`src/pkg/sdm_pkg.sv`:
```
package sdm_pkg;
    // symbol geometry
    localparam int SYM_W = 10;
    localparam int MAX_SYMS = 4;
    localparam int WORD_W = SYM_W * MAX_SYMS;
    // width modes for the parallel symbol port
    typedef enum logic [1:0] {
        sdm_w10 = 2'h0,
        sdm_w20 = 2'h1,
        sdm_w40 = 2'h2
    } sdm_width_t;
    // management parameter space
    localparam int PID_W = 4;
    localparam int PVAL_W = 32;
    localparam int NUM_PARAMS = 16;
    localparam logic [PVAL_W-1:0] PARAM_RST = 32'h0000_0000;
    localparam int STATUS_W = 4;
    localparam logic [STATUS_W-1:0] STATUS_RST = 4'h0;
    // tx staging buffer
    localparam int TXF_DEPTH = 8;
    // receive gearbox history: one previous word is kept
    localparam int RX_HIST_W = 2 * WORD_W;

    typedef struct packed {
        logic wr;
        logic [PID_W-1:0] id;
        logic [PVAL_W-1:0] value;
    } sdm_mgmt_req_t;

    typedef struct packed {
        logic valid;
        logic [STATUS_W-1:0] status;
    } sdm_link_note_t;
endpackage : sdm_pkg

```
`src/sdm_fifo.sv`:
```
`timescale 1ns/100ps
module sdm_fifo #(
    parameter int WIDTH = 40,
    parameter int DEPTH = 8
) (
    // clock and reset
    input wire logic mclk,
    input wire logic srst,
    // fill side
    input wire logic in_valid,
    output logic in_ready,
    input wire logic [WIDTH-1:0] in_data,
    // drain side
    output logic out_valid,
    input wire logic out_ready,
    output logic [WIDTH-1:0] out_data
);
    localparam int AW = $clog2(DEPTH);
    logic [WIDTH-1:0] mem [DEPTH];
    logic [AW-1:0] wr_ptr;
    logic [AW-1:0] rd_ptr;
    logic [AW:0] count;
    logic push;
    logic pop;

    assign in_ready = (count != (AW+1)'(DEPTH));
    assign out_valid = (count != '0);
    assign out_data = mem[rd_ptr];
    assign push = in_valid && in_ready;
    assign pop = out_valid && out_ready;

    always_ff @(posedge mclk) begin
        if (push) begin
            mem[wr_ptr] <= in_data;
        end
    end

    always_ff @(posedge mclk) begin
        if (srst) begin
            wr_ptr <= '0;
            rd_ptr <= '0;
            count <= '0;
        end else begin
            if (push) begin
                wr_ptr <= (wr_ptr == AW'(DEPTH-1)) ? '0 : wr_ptr + 1'b1;
            end
            if (pop) begin
                rd_ptr <= (rd_ptr == AW'(DEPTH-1)) ? '0 : rd_ptr + 1'b1;
            end
            if (push && !pop) begin
                count <= count + 1'b1;
            end else if (pop && !push) begin
                count <= count - 1'b1;
            end
        end
    end
endmodule : sdm_fifo

```
`src/sdm_port.sv`:
```
`timescale 1ns/100ps
// Functional notes
// - tx symbols pass already coded; rx bits pass unaligned, no alignment here.
// - transmit and receive paths are separate and independent.
// - each direction runs at 10, 20 or 40 bits, chosen per direction.
// - 10-bit mode carries exactly one whole symbol per transmit word.
// - 20-bit mode carries two whole symbols per transmit word.
// - 40-bit mode carries four whole symbols per transmit word.
// - 10-bit receive word may split across two symbols; never assumed aligned.
// - 20-bit receive word may hold partial, whole, and partial symbols.
// - 40-bit receive word may hold partial, three whole, partial symbols.
// - write request carries id and value; that parameter takes the value.
// - read request carries id only; response returns that parameter's value.
// - a status notice goes to the user whenever link status changes.
// - first symbol of a word sits lowest and is transmitted first.
module sdm_port
    import sdm_pkg::*;
(
    // clock and reset
    input wire logic mclk,
    input wire logic srst,
    // width selection, sampled only while srst is asserted
    input wire sdm_width_t tx_width,
    input wire sdm_width_t rx_width,
    // symbol source from the encoder
    input wire logic sym_valid,
    output logic sym_ready,
    input wire logic [SYM_W-1:0] sym_data,
    // transmit word toward the serialiser
    output logic [WORD_W-1:0] tx_parallel_symbols,
    output logic tx_word_valid,
    // receive word from the deserialiser
    input wire logic [WORD_W-1:0] rx_parallel_bits,
    input wire logic rx_signal,
    // unaligned receive window for the aligner
    output logic [RX_HIST_W-1:0] rx_window,
    output logic rx_window_valid,
    output logic rx_signal_seen,
    // management requests
    input wire logic mgmt_req_valid,
    output logic mgmt_req_ready,
    input wire sdm_mgmt_req_t mgmt_req,
    output logic rd_resp_valid,
    input wire logic rd_resp_ready,
    output logic [PVAL_W-1:0] rd_resp_value,
    // link status source and notice
    input wire logic [STATUS_W-1:0] link_status,
    output sdm_link_note_t link_note
);
    typedef enum logic [0:0] {
        sdm_idle,
        sdm_resp
    } sdm_mgmt_state_t;

    // symbols per transmit word for a width mode
    function automatic logic [2:0] syms_per_word(input sdm_width_t w);
        unique case (w)
            sdm_w10: syms_per_word = 3'h1;
            sdm_w20: syms_per_word = 3'h2;
            sdm_w40: syms_per_word = 3'h4;
            default: syms_per_word = 3'h1;
        endcase
    endfunction : syms_per_word

    // complete word for the active width; slots above it stay zero so
    // a narrow serialiser never sees stale symbols
    function automatic logic [WORD_W-1:0] tx_word(
        input sdm_width_t w,
        input logic [SYM_W-1:0] last_sym,
        input logic [SYM_W-1:0] s0,
        input logic [SYM_W-1:0] s1,
        input logic [SYM_W-1:0] s2
    );
        tx_word = '0;
        unique case (w)
            sdm_w10: begin
                tx_word[SYM_W-1:0] = last_sym;
            end
            sdm_w20: begin
                tx_word[2*SYM_W-1:0] = {last_sym, s0};
            end
            default: begin
                tx_word = {last_sym, s2, s1, s0};
            end
        endcase
    endfunction : tx_word

    // keep the active width of both words, zero above; the aligner
    // needs the older word to rebuild a symbol cut at the word edge
    function automatic logic [RX_HIST_W-1:0] rx_pair(
        input sdm_width_t w,
        input logic [WORD_W-1:0] newer,
        input logic [WORD_W-1:0] older
    );
        rx_pair = '0;
        unique case (w)
            sdm_w10: begin
                rx_pair[2*SYM_W-1:0] =
                    {newer[SYM_W-1:0], older[SYM_W-1:0]};
            end
            sdm_w20: begin
                rx_pair[4*SYM_W-1:0] =
                    {newer[2*SYM_W-1:0], older[2*SYM_W-1:0]};
            end
            default: begin
                rx_pair = {newer, older};
            end
        endcase
    endfunction : rx_pair

    // widths are taken only in reset so a change cannot split a word
    // across two geometries; a new width needs a fresh reset
    sdm_width_t tx_mode;
    sdm_width_t rx_mode;

    always_ff @(posedge mclk) begin
        if (srst) begin
            tx_mode <= tx_width;
        end
    end

    always_ff @(posedge mclk) begin
        if (srst) begin
            rx_mode <= rx_width;
        end
    end

    // ---------------- transmit path ----------------
    logic [SYM_W-1:0] fifo_data;
    logic fifo_valid;
    logic fifo_pop;
    logic [SYM_W-1:0] pack [MAX_SYMS];
    logic [2:0] fill;
    logic [2:0] tx_need;
    logic word_done;

    sdm_fifo #(
        .WIDTH(SYM_W),
        .DEPTH(TXF_DEPTH)
    ) u_txf (
        .mclk(mclk),
        .srst(srst),
        .in_valid(sym_valid),
        .in_ready(sym_ready),
        .in_data(sym_data),
        .out_valid(fifo_valid),
        .out_ready(fifo_pop),
        .out_data(fifo_data)
    );

    assign tx_need = syms_per_word(tx_mode);
    // packing never stalls the fifo, a symbol is popped every cycle one waits; the
    // serialiser takes a word every cycle it is flagged valid
    assign fifo_pop = fifo_valid;
    assign word_done = fifo_pop && (fill + 3'h1 == tx_need);

    // coded symbols are passed untouched, no alignment applied
    always_ff @(posedge mclk) begin
        if (srst) begin
            fill <= '0;
        end else if (fifo_pop) begin
            fill <= word_done ? 3'h0 : fill + 3'h1;
        end
    end

    generate
        for (genvar i = 0; i < MAX_SYMS; i++) begin : g_pack
            always_ff @(posedge mclk) begin
                if (srst) begin
                    pack[i] <= '0;
                end else if (fifo_pop && fill == 3'(i)) begin
                    pack[i] <= fifo_data; // first symbol lands lowest
                end
            end
        end
    endgenerate

    // slots above the active width read zero
    always_ff @(posedge mclk) begin
        if (srst) begin
            tx_parallel_symbols <= '0;
            tx_word_valid <= 1'b0;
        end else begin
            tx_word_valid <= word_done;
            if (word_done) begin
                tx_parallel_symbols <=
                    tx_word(tx_mode, fifo_data, pack[0], pack[1], pack[2]);
            end
        end
    end

    // ---------------- receive path ----------------
    logic [WORD_W-1:0] rx_s1;
    logic [WORD_W-1:0] rx_s2;
    logic [WORD_W-1:0] rx_prev;
    logic sig_sync;

    // receive word enters from the deserialiser domain: two flops
    always_ff @(posedge mclk) begin
        if (srst) begin
            rx_s1 <= '0;
            rx_s2 <= '0;
            rx_prev <= '0;
        end else begin
            rx_s1 <= rx_parallel_bits;
            rx_s2 <= rx_s1;
            rx_prev <= rx_s2;
        end
    end

    sdm_sync u_sig (
        .mclk(mclk),
        .srst(srst),
        .din(rx_signal),
        .dout(sig_sync)
    );

    always_ff @(posedge mclk) begin
        if (srst) begin
            rx_signal_seen <= 1'b0;
            rx_window_valid <= 1'b0;
        end else begin
            rx_signal_seen <= sig_sync;
            rx_window_valid <= sig_sync;
        end
    end

    // two consecutive words side by side let the aligner find symbols
    // that straddle a word edge; only the active width is kept
    always_ff @(posedge mclk) begin
        if (srst) begin
            rx_window <= '0;
        end else begin
            rx_window <= rx_pair(rx_mode, rx_s2, rx_prev);
        end
    end

    // ---------------- management ----------------
    logic [PVAL_W-1:0] params [NUM_PARAMS];
    sdm_mgmt_state_t mstate;
    // ready is a flop, so a read is refused from the cycle after it is
    // taken until its response is accepted
    logic req_take;

    assign req_take = mgmt_req_valid && mgmt_req_ready;

    always_ff @(posedge mclk) begin
        if (srst) begin
            for (int k = 0; k < NUM_PARAMS; k++) begin
                params[k] <= PARAM_RST;
            end
        end else if (req_take && mgmt_req.wr) begin
            params[mgmt_req.id] <= mgmt_req.value;
        end
    end

    always_ff @(posedge mclk) begin
        if (srst) begin
            mstate <= sdm_idle;
            mgmt_req_ready <= 1'b0;
            rd_resp_valid <= 1'b0;
            rd_resp_value <= '0;
        end else begin
            unique case (mstate)
                sdm_idle: begin
                    mgmt_req_ready <= 1'b1;
                    if (req_take && !mgmt_req.wr) begin
                        rd_resp_value <= params[mgmt_req.id];
                        rd_resp_valid <= 1'b1;
                        mgmt_req_ready <= 1'b0;
                        mstate <= sdm_resp;
                    end
                end
                sdm_resp: begin
                    if (rd_resp_ready) begin
                        rd_resp_valid <= 1'b0;
                        mgmt_req_ready <= 1'b1;
                        mstate <= sdm_idle;
                    end
                end
            endcase
        end
    end

    // ---------------- link status notice ----------------
    // history resets to the status reset value, so a nonzero status
    // right after reset still gives a notice
    logic [STATUS_W-1:0] st_last;

    always_ff @(posedge mclk) begin
        if (srst) begin
            st_last <= STATUS_RST;
            link_note <= '0;
        end else begin
            st_last <= link_status;
            link_note.valid <= (link_status != st_last);
            link_note.status <= link_status;
        end
    end
endmodule : sdm_port

```
`src/sdm_sync.sv`:
```
`timescale 1ns/100ps
module sdm_sync (
    // clock and reset
    input wire logic mclk,
    input wire logic srst,
    // level crossing
    input wire logic din,
    output logic dout
);
    logic stage1;

    always_ff @(posedge mclk) begin
        if (srst) begin
            stage1 <= 1'b0;
            dout <= 1'b0;
        end else begin
            stage1 <= din;
            dout <= stage1;
        end
    end
endmodule : sdm_sync

```
`config.mk`:
```
export PLATFORM = sky130hd
export DESIGN_NAME = sdm_port
export DESIGN_NICKNAME = d
export VERILOG_FILES = /design/src/pkg/sdm_pkg.sv /design/src/sdm_fifo.sv /design/src/sdm_port.sv /design/src/sdm_sync.sv
export SDC_FILE = /design/constraint.sdc
export NUM_CORES = 1
export LEC_CHECK = 0
export ABC_AREA = 1
export BUFFER_PORTS_ARGS = -buffer_cell sky130_fd_sc_hd__buf_2
export CAP_MARGIN = 30
export CELL_PAD_IN_SITES_DETAIL_PLACEMENT = 0
export CELL_PAD_IN_SITES_GLOBAL_PLACEMENT = 2
export CORE_MARGIN = 2
export CORE_UTILIZATION = 39
export CTS_CLUSTER_SIZE = 14
export DETAILED_ROUTE_END_ITERATION = 6
export GPL_ROUTABILITY_DRIVEN = 0
export PLACE_DENSITY = 0.89
export SLEW_MARGIN = 40
export SYNTH_ARGS = -nofsm -noshare
export SYNTH_HDL_FRONTEND = slang
export SYNTH_SLANG_ARGS = --single-unit
```
`constraint.sdc`:
```
create_clock -name mclk -period 3.1 [get_ports mclk]
set_input_delay 0.465 -clock mclk [delete_from_list [all_inputs] [get_ports mclk]]
set_output_delay 0.465 -clock mclk [all_outputs]
set_load 0.02 [all_outputs]
```
==> summary.txt <==
Yosys
  – Post-synthesis mux area share: 0
  – Cells after Synth: 3768
  – Netlist cell types: 29
  – Largest family of logic cells by synthesized area: simple AND/OR/NAND/NOR gates
  – Syn_area_per_cell: 9.72 um^2
  – Seq cells post-synth: 926
  – Cell area after synthesis: 0.0366 mm^2
  – Register area share after synthesis: 0.677
  – Compound-gate portion of the synthesized area: 0.0288
  – Synthesized Nets: 3883
  – Synthesized-area fraction occupied by adder cells: 0.00478
  – Yosys warns: 0
  – Post-Synth XOR/XNOR Area: 0.00215
  – Synth Area in Simple Gates: 0.230

Timing
  – Final Max Tran Viols: 0
  – Final setup fails: 0
  – RSZ-0062 raised after global routing: no
  – Final setup TNS: 0 ps
  – Hold Vio Cnt, Final: 0
  – Worst Tran Pin Value: 799 ps
  – Fin Clk Skew: 27.5 ps
  – Final Cycle Share: 0.728
  – Fin crit period: 2260 ps
  – Fmax: 443 MHz
  – Relative slew slack: 0.467
  – Setup ws final: 845 ps

Floorplan
  – FP Rows: 112
  – Starting Density: 0.393
  – IO Count: 264
  – Chip Height: 310 um
  – Core Region: 0.0932 mm^2
  – Die Width: 310 um
  – DIE AREA: 0.0963 mm^2

Worst setup path
  – CP startpoint kind: flip-flop
  – Crit. End Element: flip-flop
  – CP bufs+invs: 1
  – Worst reg-to-reg setup slack: 840 ps
  – Worst Path Required: 3450 ps
  – R2r endpoint: params[9][19]$_SDFFCE_PN0P_
  – R2R cell count: 5
  – CP max FO: 13
  – Worst stage delay on the critical path: 440 ps
  – FF-to-FF Start: mgmt_req_ready$_SDFFE_PP0P_
  – Critical Path AT: 2600 ps
  – Crit Path Category: reg -> reg
  – Crit path depth: 5
  – Crit path max-delay family: simple AND/OR/NAND/NOR gates
  – Slowest CP cell: nand2_2
  – Critical Path, Cell by Cell: nand4_2, nor3_2, nand2_1, nand2_2, buf_4

Cells and area
  – Fin cells: 5360
  – Layout cells sized above 1: 0.134
  – Most frequent cells in the layout: nand2_1 (887), nor2_1 (818), edfxtp_1 (626)
  – Final-stage net count: 4133
  – Synth-to-Final Area Change: 18.2%
  – Commonest non-fill, non-tap cell in the layout: nand2_1

Detailed routing
  – Routed WL: 106 mm
  – Post-route DRC: 0
  – Iteration count of the initial detailed-routing pass: 5
  – ANT nets after route: 0
  – DR vias: 26400
  – DR vias/cell: 4.93
  – Per-cell routed wire length: 19.8 um
  – DR iter-0 viols: 2285

Global routing
  – GRT Util Overall: 0.219
  – Largest net degree at the start of global routing: 192
  – Initial antenna violation count: 9
  – Vias in the first global route: 25200
  – GR Overflow Total: 0
  – First-pass GRT wire length: 157 mm

Clock network
  – Post-CTS resize count: 0
  – Hold_buf cts: 48
  – Clock Path Buffers: 3
  – CTS H-tree lvls: 3
  – CTS root buffer: clkbuf_16
  – CTS tree: done
  – Clk_lat worst skew: 670 ps
  – TritonCTS sink count: 926
  – CTS Buf Count: 97
  – Clock slew at reported path FFs: 60 ps
  – Setup Fix Bufs, Post-CTS: 0

Power and ir drop
  – Clock Power Share: 0.395
  – Comb power frac: 0.134
  – Pint: 22.1 mW
  – Worst VDD drop: 0.435 mV
  – Sw Pwr: 8.11 mW
  – Pwr Density: 699 mW/mm^2
  – Switching Share: 0.268
  – Register share of total power: 0.471
  – Lkg Pwr: 18.3 nW

Job
  – Max Cap Violations: 0

Outcome
  – Status: finished, final reports clean

Min path
  – HP Class: in -> reg
  – Worst hold path cell count: 3
  – Sink of the worst hold path: st_last[0]$_SDFF_PP0_
  – HP Start: link_status[0]

Place
  – Placed Instances: 5124
  – Place WS: 580 ps
  – IO buf count: 263
  – DP Wirelength: 60.5 mm
## metrics by stage
| stage | instance area [um^2] | utilization | hold slack (ps) | total power, mW |
|---|---|---|---|---|
| after detailed placement | 39400 | 0.423 | 392 | 18.5 |
| after global placement | 39400 | 0.423 | 390 | 18.5 |
| after CTS | 43200 | 0.464 | 4.67 | 30.5 |
| after global routing | 43300 | 0.465 | 38.0 | 31.5 |
| after floorplan | 36600 | - | 388 | 17.0 |
| final | 43300 | 0.465 | 52.2 | 30.2 |
## worst register-to-register path, stage by stage (launching register included)
cell and delay, ps:
dfxtp_1 360, nand4_2 360, nor3_2 340, nand2_1 130
nand2_2 440, buf_4 300
## registers in the layout, summed over array words and instances (netlist names), 2 cells and up, named ones only
name,flops
pack,30
st_last,4
params,512
u_txf.count,4
u_txf.rd_ptr,3
rx_window,80
tx_mode,2
fill,3
rx_s2,40
tx_parallel_symbols,40
rx_s1,40
u_txf.wr_ptr,3
rx_mode,2
rx_prev,40
rd_resp_value,32
u_txf.mem,80
## cell families (layout without fill, tap and decap cells)
| logic type | count (synthesis) | after routing |
|---|---|---|
| other cells | 0 | 4 |
| flops | 926 | 926 |
| xor+xnor | 9 | 9 |
| compound gates | 197 | 197 |
| simple gates | 2093 | 2093 |
| fa+ha+maj | 14 | 14 |
| buf+inv | 529 | 863 |
## cell usage after synthesis (all sizes together)
| cell | instances | area [um^2] |
|---|---|---|
| a211oi | 1 | 7.51 |
| a21oi | 80 | 400 |
| a22oi | 1 | 7.51 |
| a41oi | 1 | 8.76 |
| buf | 82 | 399 |
| clkbuf | 166 | 623 |
| clkinv | 2 | 7.51 |
| dfxtp | 300 | 6010 |
| edfxtp | 626 | 18800 |
| ha | 14 | 175 |
| inv | 279 | 1050 |
| nand2 | 911 | 3420 |
| nand3 | 281 | 1410 |
| nand4 | 69 | 438 |
| nor2 | 827 | 3110 |
| nor3 | 5 | 51.3 |
| o211a | 2 | 20.0 |
| o21ai | 92 | 460 |
| o31ai | 20 | 150 |
| xnor2 | 5 | 43.8 |
| xor2 | 4 | 35.0 |
## per-layer routing
layer / up-vias / wire [um] / GRT usage / part of all wire
met1: 12800 / 46600 / 0.303 / 0.44
met5: - / 13 / 0 / 0.00012
met4: 2 / 2840 / 0.0772 / 0.027
li1: 12700 / - / - / -
met2: 771 / 50300 / 0.352 / 0.47
met3: 156 / 6400 / 0.0304 / 0.060
## power groups by stage
stage          Sequential [mW]  Clock (mW)  Combinational (mW)
6_report                  14.3        11.9                4.04
5_1_grt                   14.3        12.7                4.53
4_1_cts                   14.3        12.2                4.09
3_5_place_dp              14.5           0                4.02
3_3_place_gp              14.5           0                4.01
2_1_floorplan             14.7           0                2.35
## layout make-up
type                            instances  area (um^2)
Tap cell                             1254         1570
Multi-Input combinational cell       2313         9850
Timing Repair Buffer                  399         2670
Clock buffer                          135         2790
Inverter                              281         1060
Sequential cell                       926        24800
Antenna cell                            4         10.0
Clock inverter                         48          533
Fill cell                            8757        49900
## how the worst max path moves through the flow
stage,startpoint,end,slack (ps)
floorplan,srst,params[10][0]$_SDFFCE_PN0P_,560
global placement,srst,params[9][16]$_SDFFCE_PN0P_,600
detailed placement,srst,params[9][16]$_SDFFCE_PN0P_,580
CTS,mgmt_req_ready$_SDFFE_PP0P_,params[9][16]$_SDFFCE_PN0P_,790
global route,fill[0]$_SDFFE_PP0N_,tx_parallel_symbols[2]$_SDFFE_PP0P_,590
finish,mgmt_req_ready$_SDFFE_PP0P_,params[9][19]$_SDFFCE_PN0P_,840
Note: power is estimated with default switching activity, not from simulation.
